<file path="config.mk">
export PLATFORM = sky130hd
export DESIGN_NAME = adc_control_register
export DESIGN_NICKNAME = d
export VERILOG_FILES = /design/src/acr_pkg.sv /design/src/acr_word_if.sv /design/src/acr_word_assembler.sv /design/src/adc_control_register.sv
export SDC_FILE = /design/constraint.sdc
export NUM_CORES = 1
export LEC_CHECK = 0
export ABC_CLOCK_PERIOD_IN_PS = 1300
export CAP_MARGIN = 20
export CORE_ASPECT_RATIO = 0.5
export CORE_MARGIN = 8
export CORE_UTILIZATION = 59
export CTS_BUF_LIST = sky130_fd_sc_hd__clkbuf_4 sky130_fd_sc_hd__clkbuf_8
export DETAILED_ROUTE_END_ITERATION = 6
export DONT_BUFFER_PORTS = 1
export HOLD_SLACK_MARGIN = 0.12
export PLACE_DENSITY = 0.78
export SYNTH_ARGS = -nofsm -noshare
export SYNTH_HDL_FRONTEND = slang
export SYNTH_SLANG_ARGS = --single-unit
</file>
<file path="constraint.sdc">
create_clock -name clock -period 1.3 [get_ports clock]
set_input_delay 0.13 -clock clock [delete_from_list [all_inputs] [get_ports clock]]
set_output_delay 0.13 -clock clock [all_outputs]
set_load 0.005 [all_outputs]
</file>
<file path="src/acr_pkg.sv">
// Constants and types for the converter control register block
package acr_pkg;
   // ==========================================================
   // Widths and field positions
   localparam int CTRL_W          = 14;
   localparam int WORD_W          = 16;
   localparam int POS_INPUT_CFG   = 13;
   localparam int POS_CHAN_HI     = 12;
   localparam int POS_CHAN_LO     = 10;
   localparam int POS_POWER_HI    = 9;
   localparam int POS_POWER_LO    = 8;
   localparam int POS_READ_HI     = 7;
   localparam int POS_READ_LO     = 6;
   localparam int POS_RANGE_MODE  = 5;
   localparam int POS_CONV_GO     = 4;
   localparam int POS_CAL_CLASS   = 3;
   localparam int POS_CAL_PICK_HI = 2;
   localparam int POS_CAL_PICK_LO = 1;
   localparam int POS_CAL_GO      = 0;
   // ==========================================================
   // Addresses and reset values
   localparam logic [1:0] ADDR_NONE = 2'h0;
   localparam logic [1:0] ADDR_TEST = 2'h1;
   localparam logic [1:0] ADDR_CAL  = 2'h2;
   localparam logic [1:0] ADDR_CTRL = 2'h3;
   localparam logic [CTRL_W-1:0] CTRL_RESET = 14'h0000;
   localparam logic [1:0] RD_DATA   = 2'h0;
   localparam logic [1:0] RD_TEST   = 2'h1;
   localparam logic [1:0] RD_CAL    = 2'h2;
   localparam logic [1:0] RD_STATUS = 2'h3;
   // Negative input codes
   localparam logic [3:0] NEG_GROUND = 4'hF;
   localparam logic [3:0] NEG_EIGHTH = 4'h7;
   // ==========================================================
   // Byte assembly states
   typedef enum logic [1:0] {
      ACR_LOW  = 2'b01,
      ACR_HIGH = 2'b10
   } acr_byte_t;
endpackage

</file>
<file path="src/acr_word_if.sv">
// Interface carrying an assembled host word to the control register
`timescale 1ns/10ps
interface acr_word_if;
   logic        valid;
   logic [15:0] word;
   modport source (output valid, output word);
   modport sink   (input valid, input word);
endinterface

</file>
<file path="src/acr_word_assembler.sv">
// Assembles host writes in word or byte mode into a 16-bit word
`timescale 1ns/10ps
module acr_word_assembler
   import acr_pkg::*;
(
   input  wire logic       clock,
   input  wire logic       reset_n,
   input  wire logic       writeStrobe,
   input  wire logic       wordMode,
   input  wire logic [15:0] dataIn,
   acr_word_if.source      out
);
   acr_byte_t   state;
   acr_byte_t   next_state;
   logic [7:0]  lowByte;
   logic [7:0]  next_lowByte;
   logic        valid;
   logic        next_valid;
   logic [15:0] word;
   logic [15:0] next_word;

   // ==========================================================
   // Next values: byte mode waits for the high byte
   always_comb begin
      next_state   = state;
      next_lowByte = lowByte;
      next_valid   = 1'b0;
      next_word    = word;
      if (writeStrobe) begin
         if (wordMode) begin
            next_valid = 1'b1;
            next_word  = dataIn;
            next_state = ACR_LOW;
         end else begin
            case (state)
               ACR_LOW: begin
                  next_lowByte = dataIn[7:0];
                  next_state   = ACR_HIGH;
               end
               ACR_HIGH: begin
                  next_valid = 1'b1;
                  next_word  = {dataIn[7:0], lowByte};
                  next_state = ACR_LOW;
               end
               default: next_state = ACR_LOW;
            endcase
         end
      end
   end

   // Registers only
   always_ff @(posedge clock or negedge reset_n) begin
      if (!reset_n) begin
         state   <= ACR_LOW;
         lowByte <= 8'h00;
         valid   <= 1'b0;
         word    <= 16'h0000;
      end else begin
         state   <= next_state;
         lowByte <= next_lowByte;
         valid   <= next_valid;
         word    <= next_word;
      end
   end

   assign out.valid = valid;
   assign out.word  = word;

   a_byte_pair : assert property (@(posedge clock) disable iff (!reset_n)
      (writeStrobe && !wordMode && state == ACR_LOW) |=> !valid)
      else $error("low byte alone produced a word");
endmodule

</file>
<file path="src/adc_control_register.sv">
// Write-only control register of the eight-channel converter
`timescale 1ns/10ps
module adc_control_register
   import acr_pkg::*;
(
   input  wire logic        clock,
   input  wire logic        reset_n,
   input  wire logic        writeStrobe,
   input  wire logic        wordMode,
   input  wire logic [15:0] dataIn,
   input  wire logic        sleep_n,
   input  wire logic        conversionDone,
   input  wire logic        calibrationStarted,
   output logic             inputConfigSelect,
   output logic [2:0]       channelSel,
   output logic [3:0]       positiveInput,
   output logic [3:0]       negativeInput,
   output logic             bipolarRange,
   output logic [1:0]       powerSel,
   output logic [2:0]       powerMode,
   output logic [1:0]       readTarget,
   output logic             softConversionGo,
   output logic             conversionLaunch,
   output logic             calClassSelect,
   output logic [1:0]       calPick,
   output logic             calGo,
   output logic [2:0]       calSequence,
   output logic             calSequenceValid,
   output logic [1:0]       coeffPointer,
   output logic             testWrite,
   output logic             calWrite,
   output logic [13:0]      writeData
);
   acr_word_if wordBus ();

   logic [CTRL_W-1:0] ctrl;
   logic [CTRL_W-1:0] next_ctrl;
   logic              launch;
   logic              next_launch;
   logic              tw;
   logic              next_tw;
   logic              cw;
   logic              next_cw;
   logic [13:0]       wd;
   logic [13:0]       next_wd;
   logic [1:0]        addr;

   // ==========================================================
   // Host word assembly
   acr_word_assembler u_asm (
      .clock       (clock),
      .reset_n     (reset_n),
      .writeStrobe (writeStrobe),
      .wordMode    (wordMode),
      .dataIn      (dataIn),
      .out         (wordBus.source)
   );

   assign addr = wordBus.word[WORD_W-1:WORD_W-2];

   // Map a differential pair or single-ended select onto input numbers
   function automatic logic [3:0] pos_input(input logic sgl, input logic [2:0] ch);
      if (sgl) begin
         pos_input = {1'b0, ch[1:0], ch[2]};
      end else begin
         pos_input = {1'b0, ch[1:0], 1'b0};
      end
   endfunction

   // ==========================================================
   // Next control value
   always_comb begin
      next_ctrl   = ctrl;
      next_launch = 1'b0;
      next_tw     = 1'b0;
      next_cw     = 1'b0;
      next_wd     = wd;
      // Completion and consumption clear the one-shot bits
      if (conversionDone) begin
         next_ctrl[POS_CONV_GO] = 1'b0;
      end
      if (calibrationStarted) begin
         next_ctrl[POS_CAL_GO] = 1'b0;
      end
      if (wordBus.valid) begin
         next_wd = wordBus.word[CTRL_W-1:0];
         // Only the all-ones address reaches control; others leave it alone
         if (addr == ADDR_CTRL) begin
            next_ctrl   = wordBus.word[CTRL_W-1:0];
            next_launch = wordBus.word[POS_CONV_GO];
         end else begin
            next_tw = (addr == ADDR_TEST);
            next_cw = (addr == ADDR_CAL);
         end
      end
   end

   always_ff @(posedge clock or negedge reset_n) begin
      if (!reset_n) begin
         ctrl   <= CTRL_RESET;
         launch <= 1'b0;
         tw     <= 1'b0;
         cw     <= 1'b0;
         wd     <= 14'h0000;
      end else begin
         ctrl   <= next_ctrl;
         launch <= next_launch;
         tw     <= next_tw;
         cw     <= next_cw;
         wd     <= next_wd;
      end
   end

   // ==========================================================
   // Field decode; no read path exposes ctrl itself
   assign inputConfigSelect = ctrl[POS_INPUT_CFG];
   assign channelSel        = ctrl[POS_CHAN_HI:POS_CHAN_LO];
   assign positiveInput     = pos_input(inputConfigSelect, channelSel);
   // Single-ended: range bit picks the negative input, range stays unipolar
   assign negativeInput     = inputConfigSelect ?
                              (ctrl[POS_RANGE_MODE] ? NEG_EIGHTH : NEG_GROUND) :
                              (positiveInput + 4'h1);
   assign bipolarRange      = !inputConfigSelect && ctrl[POS_RANGE_MODE];
   assign powerSel          = ctrl[POS_POWER_HI:POS_POWER_LO];
   assign powerMode         = {powerSel, sleep_n};
   assign readTarget        = ctrl[POS_READ_HI:POS_READ_LO];
   assign softConversionGo  = ctrl[POS_CONV_GO];
   assign conversionLaunch  = launch;
   assign calClassSelect    = ctrl[POS_CAL_CLASS];
   assign calPick           = ctrl[POS_CAL_PICK_HI:POS_CAL_PICK_LO];
   assign calGo             = ctrl[POS_CAL_GO];
   assign calSequence       = {calClassSelect, calPick};
   assign calSequenceValid  = calGo;
   assign coeffPointer      = calGo ? 2'h0 : calPick;
   assign testWrite         = tw;
   assign calWrite          = cw;
   assign writeData         = wd;

   // ==========================================================
   // Checks
   a_ctrl_addr_only : assert property (@(posedge clock) disable iff (!reset_n)
      (wordBus.valid && addr != ADDR_CTRL && !conversionDone && !calibrationStarted)
      |=> $stable(ctrl))
      else $error("control changed on foreign address");
   a_ctrl_write : assert property (@(posedge clock) disable iff (!reset_n)
      (wordBus.valid && addr == ADDR_CTRL) |=> ctrl == $past(wordBus.word[13:0]))
      else $error("control write not stored");
   a_conv_clear : assert property (@(posedge clock) disable iff (!reset_n)
      (conversionDone && !(wordBus.valid && addr == ADDR_CTRL)) |=> !softConversionGo)
      else $error("conversion bit not cleared");
   a_conv_launch : assert property (@(posedge clock) disable iff (!reset_n)
      conversionLaunch |-> softConversionGo
      ##1 (!conversionLaunch || $past(wordBus.valid && addr == ADDR_CTRL)))
      else $error("launch not single");
   a_cal_consume : assert property (@(posedge clock) disable iff (!reset_n)
      (calibrationStarted && !(wordBus.valid && addr == ADDR_CTRL)) |=> !calGo)
      else $error("calibration request not consumed");
   a_bipolar_diff : assert property (@(posedge clock) disable iff (!reset_n)
      bipolarRange |-> !inputConfigSelect && ctrl[5])
      else $error("bipolar in single-ended");
   a_neg_single : assert property (@(posedge clock) disable iff (!reset_n)
      inputConfigSelect |-> (negativeInput == (ctrl[5] ? NEG_EIGHTH : NEG_GROUND)))
      else $error("wrong negative input");
   a_pointer_mode : assert property (@(posedge clock) disable iff (!reset_n)
      !calGo |-> coeffPointer == ctrl[2:1])
      else $error("pointer decode wrong");
   a_read_persist : assert property (@(posedge clock) disable iff (!reset_n)
      !(wordBus.valid && addr == ADDR_CTRL) |=> $stable(readTarget))
      else $error("read select drifted");
endmodule

</file>
==> impl_results.md, run 1 <==
- FFs w/ async S/R, synth: 1.00
- FILL cells: 302
- Initial antenna violation count: 0
- CTS Root Cell: clkbuf_8
- Critical path's top delay family: flip-flops
- WS Path Type: flop to flop
- Post-synth design cell area: 2610 um^2
- Setup violators final: 23
- Leading area contributor after synthesis: dfrtp_1
- Top_reg_cell synth: dfrtp_1
- Comb power frac: 0.187
- Total grt overflow: 0
- Post-route ant nets: 0
- Fin. max-slew vios: 0
- Final Hold Viols: 58
- Global-route usage over all layers: 0.154
- Wire per inst: 19.4 um
- R2R depth: 4
- Fmax: 0.716 GHz
- Mapped Cells: 179
- Sw frac: 0.266
- Dominant cells by area after synthesis: dfrtp_1 55%, mux2_2 24%, buf_4 6.0%, mux2_4 4.0%, mux2i_1 1.5%
- Vias: 1372
- Seq pwr share: 0.532
- DPL Wire Length: 3200 um
- Largest net degree at the start of global routing: 59
- Final Critical Period: 1400 ps
- MaxCap Viol Count: 0
- Initial DRC count: 36
- CTS sink cnt: 58
- I/O pin cnt: 71
- Latest clock arrival within the worst-skew pair: 320 ps
- Net Count, Synth: 202
- Synth top cells by count: 57 x dfrtp_1, 55 x mux2_2, 21 x buf_4
- Clock share of power: 0.281
- Total CTS buffers: 9
- Fraction of layout instances using a drive strength above 1: 0.487
- Distinct cell type count after synthesis: 25
- Seq/Total Area, Yosys: 0.557
- NetSw: 1.45 mW
- Final Worst Setup Slack: -96.7 ps
- Die area: 6930 um^2
- RSZ-0062 raised after global routing: true
- Final period utilization: 1.07
- Synthesized flop and latch total: 58
- Clk buf depth: 2
- H-tree levels: 3
- Synth top area share: 0.547
- Worst path slowest cell: dfstp_2
- Initial core utilization: 0.604
- WP data arrival: 1610 ps
- Chip width: 110 um
- EDFF count, synth: 0
- DR vias/cell: 5.36
- CTS tree: yes
- Clk slew on worst S/H paths: 60 ps
- R2r startpoint: u_asm.state[0]
- Final net count: 217
- PortBufs: 0
- VDD IR max: 1.01 mV
- Startpoint types: flop
- Core Area: 4320 um^2
- WHS: -504 ps
- Die height: 63.0 um
- Number of antenna diodes: 0
- CTS Hold Bufs: 20
- Outcome: finished with violations
- CP Data Required Time: 1510 ps
- PwrDens: 1830 nW/um^2
- Final RePlAce weighted congestion: 0.781
- Final Cell Area: 2970 um^2
- Bufs and invs on worst path: 1
- Layout area overhead: 14.0%
- DRT Pass-1 Iters: 4
- Internal: 4.01 mW
- Row count: 17
- Crit Path Max Fanout: 15
- HP Class: input pin to asynchronous set/reset pin
- Post-Route WL: 4970 um
- Failing checks: negative hold slack, negative setup slack
- DRC: 0
- Cell leakage power: 1.34 nW
- Vias in the first global route: 1517
- Top-count cell post-synth: dfrtp_1
- Flop-to-flop setup slack: -100 ps
- DP Area: 2540 um^2
- Nature of the critical path endpoint: flop
- Critical Path Max Stage Delay: 550 ps
- Avg Cell Area, Syn: 14.6 um^2
- Critical R2R Capture: u_asm.out.word[15]
- YS warnings: 0
- First-pass GRT wire length: 7980 um
- Critical Path, Cell by Cell: nor2b_1 > o21a_1 > buf_12 > mux2_4
- Clk_skew: 5.94 ps
-- layout by cell type, fill, tap and decap left out --
cell type,n
dfrtp_1,57
mux2_2,52
dlygate4sd3_1,20
clkbuf_8,11
mux2_4,10
buf_4,7
nor2b_1,5
clkbuf_4,5
inv_1,4
nor2_1,4
mux2i_1,4
or2_2,2
conb_1,2
buf_6,2
buf_12,2
nand3_2,1
nand3b_1,1
o21ai_0,1
and2_1,1
o21a_1,1
nand2_1,1
and3b_1,1
a31o_2,1
nand2_2,1
nor3_4,1
a21o_2,1
dfstp_2,1
-- stage by stage --
| step | total power, mW | setup TNS (ps) | util | cells | worst slack [ps] |
|---|---|---|---|---|---|
| 6_report | 5.46 | -1410 | 0.689 | 256 | -96.7 |
| 5_1_grt | 5.79 | -2160 | 0.689 | 256 | -117 |
| 4_1_cts | 5.52 | -1680 | 0.683 | 254 | -96.0 |
| 3_3_place_gp | 3.83 | -689 | 0.588 | 216 | -53.5 |
| 2_1_floorplan | 3.96 | -1380 | - | 179 | -96.6 |
| 3_5_place_dp | 3.88 | -1510 | 0.588 | 216 | -94.7 |
-- power by group through the flow --
| stage | clock [mW] | sequential (mW) | combinational [mW] |
|---|---|---|---|
| 2_1_floorplan | 0 | 2.74 | 1.22 |
| 3_3_place_gp | 0 | 2.93 | 0.892 |
| 3_5_place_dp | 0 | 2.96 | 0.921 |
| 4_1_cts | 1.59 | 2.93 | 1.01 |
| 5_1_grt | 1.66 | 3.02 | 1.11 |
| 6_report | 1.53 | 2.90 | 1.02 |
-- how the worst max path moves through the flow --
stage                    from            endpoint  cells after the start
6_report       u_asm.state[0]  u_asm.out.word[15]                      4
5_1_grt        u_asm.state[0]  u_asm.out.word[15]                      4
4_1_cts        u_asm.state[0]  u_asm.out.word[13]                      4
3_5_place_dp   u_asm.state[1]   u_asm.out.word[1]                      4
3_3_place_gp   u_asm.state[0]    u_asm.lowByte[7]                      4
2_1_floorplan  u_asm.state[0]  u_asm.out.word[10]                      5
-- metal layers --
metal	track usage	wire, um
met1	0.182	2170
met2	0.239	2370
met3	0.0792	391
met4	0.0451	36
met5	0	0
-- timing repair --
action,CTS,global route
resized for setup,2,3
pin swaps,1,1
setup buffers,2,2
setup endpoints to repair,22,23
hold endpoints to repair,86,73
-- area by class of cell --
class,instances,area (um^2),share of cell area
flip-flops and latches,58,1450,0.488
multi-input cells,90,931,0.313
inverters,4,15.0,0.00505
well taps,57,71.3,0.0240
clock buffers,16,189,0.0635
repair buffers,31,315,0.106
-- cell families after synthesis --
| family | count (synthesis) | synth area share |
|---|---|---|
| compound gates | 4 | 0.0115 |
| mux | 66 | 0.293 |
| flops | 58 | 0.557 |
| other cells | 2 | 0.00288 |
| simple gates | 18 | 0.0441 |
| buf+inv | 31 | 0.0916 |
-- flip-flops by register name, summed over array words and instances (netlist names) --
name              count
conversionLaunch      1
ctrl                 14
u_asm.out.valid       1
calWrite              1
testWrite             1
writeData            14
u_asm.state           2
u_asm.lowByte         8
u_asm.out.word       16
(Power assumes the default switching activity.)
==> inputs of run 2 (changes only) <==
--- a/config.mk
+++ b/config.mk
@@ -10,10 +10,11 @@
 export CORE_ASPECT_RATIO = 0.5
 export CORE_MARGIN = 8
-export CORE_UTILIZATION = 59
+export CORE_UTILIZATION = 51
 export CTS_BUF_LIST = sky130_fd_sc_hd__clkbuf_4 sky130_fd_sc_hd__clkbuf_8
+export CTS_CLUSTER_SIZE = 8
 export DETAILED_ROUTE_END_ITERATION = 6
 export DONT_BUFFER_PORTS = 1
 export HOLD_SLACK_MARGIN = 0.12
-export PLACE_DENSITY = 0.78
+export PLACE_DENSITY = 0.69
 export SYNTH_ARGS = -nofsm -noshare
 export SYNTH_HDL_FRONTEND = slang
==> constraint.sdc (replaced) <==
create_clock -name clock -period 1.3 [get_ports clock]
set_input_delay 0.26 -clock clock [delete_from_list [all_inputs] [get_ports clock]]
set_output_delay 0.26 -clock clock [all_outputs]
set_load 0.005 [all_outputs]
==> run 2 against run 1 <==
Net effect:
- the flow still finishes with violations (negative hold slack, negative setup slack)
- critical path type unchanged
- critical endpoint is now u_asm.out.word[13]
- first-iteration DRC count up 56%
- sequential cell count unchanged
- critical path depth unchanged
- largest cell class unchanged
==> impl_results.md, run 2 (same netlist as run 1, synthesis figures left out) <==
- Setup TNS Final: -1610 ps (was -1410 ps)
- Comb power frac: 0.180 (was 0.187)
- Nature of the critical path endpoint: flop (unchanged)
- PwrDens: 1910 nW/um^2 (was 1830 nW/um^2)
- DRC: 0 (unchanged)
- DR vias/cell: 5.09 (was 5.36)
- Grt met2 use: 0.210 (was 0.239)
- Internal: 4.17 mW (was 4.01 mW)
- Most common cell after layout, fill and taps aside: dfrtp_1 (unchanged)
- I/O pin cnt: 71 (unchanged)
- FILL cells: 405 (was 302)
- Chip width: 117 um (was 110 um)
- Total CTS buffers: 9 (unchanged)
- Initial DRC count: 56 (was 36)
- Wire per inst: 18.8 um (was 19.4 um)
- Final Worst Setup Slack: -95.4 ps (was -96.7 ps)
- Vias: 1328 (was 1372)
- Failing checks: negative hold slack, negative setup slack (unchanged)
- DPL Wire Length: 3340 um (was 3200 um)
- Number of antenna diodes: 0 (unchanged)
- PortBufs: 0 (unchanged)
- GR Util met1: 0.161 (was 0.182)
- Fin. max-slew vios: 0 (unchanged)
- Fmax: 0.717 GHz (was 0.716 GHz)
- Setup violators final: 23 (unchanged)
- Final net count: 209 (was 217)
- H-tree levels: 3 (unchanged)
- Layout area overhead: 13.4% (was 14.0%)
- MaxCap Viol Count: 0 (unchanged)
- R2r startpoint: u_asm.state[0] (unchanged)
- Seq pwr share: 0.518 (was 0.532)
- Die height: 66.6 um (was 63.0 um)
- CTS Root Cell: clkbuf_8 (unchanged)
- Clk slew on worst S/H paths: 60 ps (about the same)
- CP Data Required Time: 1520 ps (was 1510 ps)
- Sw frac: 0.261 (was 0.266)
- Startpoint types: flop (unchanged)
- Final RePlAce weighted congestion: 0.688 (was 0.781)
- Clk_skew: 6.13 ps (was 5.94 ps)
- Initial antenna violation count: 0 (unchanged)
- Largest reg by FF count: u_asm.out.word (unchanged)
- Core Area: 4930 um^2 (was 4320 um^2)
- NetSw: 1.47 mW (was 1.45 mW)
- DRT Pass-1 Iters: 4 (unchanged)
- Critical Path Max Stage Delay: 550 ps (about the same)
- HP Class: input pin to asynchronous set/reset pin (unchanged)
- Post-Route WL: 4900 um (was 4970 um)
- Cell leakage power: 1.32 nW (was 1.34 nW)
- Global-route usage over all layers: 0.137 (was 0.154)
- Most used routing layer: met2 (unchanged)
- Outcome: finished with violations (unchanged)
- Largest net degree at the start of global routing: 59 (unchanged)
- Clk buf depth: 2 (unchanged)
- Pre-CTS setup slack: -94.9 ps (was -94.7 ps)
- Fraction of layout instances using a drive strength above 1: 0.534 (was 0.487)
- VDD IR max: 1.05 mV (was 1.01 mV)
- Final period utilization: 1.07 (about the same)
- Final Critical Period: 1400 ps (about the same)
- First-pass GRT wire length: 7710 um (was 7980 um)
- Latest clock arrival within the worst-skew pair: 330 ps (was 320 ps)
- Met3 usage: 0.0757 (was 0.0792)
- WP data arrival: 1610 ps (about the same)
- Crit Path Max Fanout: 14 (was 15)
- Initial core utilization: 0.529 (was 0.604)
- Worst path slowest cell: dfstp_2 (unchanged)
- Critical Path, Cell by Cell: nor2b_1 > o21a_1 > buf_12 > mux2_4 (unchanged)
- Final Hold Viols: 58 (unchanged)
- Max reg flops: 16 (unchanged)
- Total grt overflow: 0 (unchanged)
- Row count: 18 (was 17)
- CTS sink cnt: 58 (unchanged)
- Clock share of power: 0.302 (was 0.281)
- Crit path from: u_asm.state[0] (unchanged)
- Vias in the first global route: 1418 (was 1517)
- WHS: -375 ps (was -504 ps)
- Post-route ant nets: 0 (unchanged)
- Commonest non-fill, non-tap cells in the layout: 54 x dfrtp_1, 52 x mux2_2, 11 x clkbuf_8, 11 x dlygate4sd3_1, 10 x mux2_4 (was 57 x dfrtp_1, 52 x mux2_2, 20 x dlygate4sd3_1)
- Util after Layout: 0.600 (was 0.689)
- Die area: 7800 um^2 (was 6930 um^2)
- RSZ-0062 raised after global routing: true (unchanged)
- WS Path Type: flop to flop (unchanged)
- CTS tree: yes (unchanged)
==> run 2: per-stage QoR <==
step	total power, mW	instance area (um^2)	cells
final	5.64	2960	261
after floorplan	3.96	2610	179
after detailed placement	3.90	2570	230
after global placement	3.85	2570	230
after CTS	5.71	2930	259
after global routing	6.02	2960	261
==> run 2: final timing paths <==
check,end,slack [ps],depth (start not counted)
min in group clock,u_asm.out.word[0],140,2
worst min-delay path,ctrl[6],-380,0
max in group asynchronous,u_asm.state[0],1500,0
worst min register to register,u_asm.lowByte[3],500,1
worst max register to register,u_asm.out.word[13],-100,4
worst max-delay path,u_asm.out.word[13],-100,4
==> run 2: power groups by stage <==
stage,clock network [mW],registers [mW],logic [mW]
after detailed placement,0,2.97,0.933
final,1.70,2.92,1.01
after floorplan,0,2.74,1.22
after CTS,1.76,2.94,1.01
after global placement,0,2.95,0.900
after global routing,1.87,3.03,1.11
==> run 2: repair_timing <==
| item | 4_1_cts | 5_1_grt |
|---|---|---|
| pin swaps | 2 | 0 |
| endpoints found under the setup margin | 24 | 27 |
| hold buffers | 10 | 1 |
| buffers inserted | 3 | 1 |
| endpoints found under the hold margin | 70 | 59 |
| gates resized for setup | 7 | 6 |
| cloned | 0 | 0 |
==> run 2: worst max-delay path: cells and delay by family (launching register included) <==
kind | cells | cell delay, ps
compound gates | 1 | 220
buf+inv | 1 | 170
flops | 1 | 550
mux | 1 | 290
simple gates | 1 | 50
==> run 2: layout make-up <==
cell class / instances / area [um^2] / share of cell area
Inverter: 4 / 15.0 / 0.00507
Tap cell: 70 / 87.6 / 0.0296
Sequential cell: 58 / 1460 / 0.492
Clock inverter: 2 / 35.0 / 0.0118
Timing Repair Buffer: 23 / 253 / 0.0854
Multi-Input combinational cell: 90 / 938 / 0.317
Clock buffer: 14 / 174 / 0.0588
==> run 2: metal layers <==
layer  vias up  routed length, um
met5         -                  0
met4         0                 39
met3         5                430
met2        50               2310
met1       671               2120
li1        602                  -
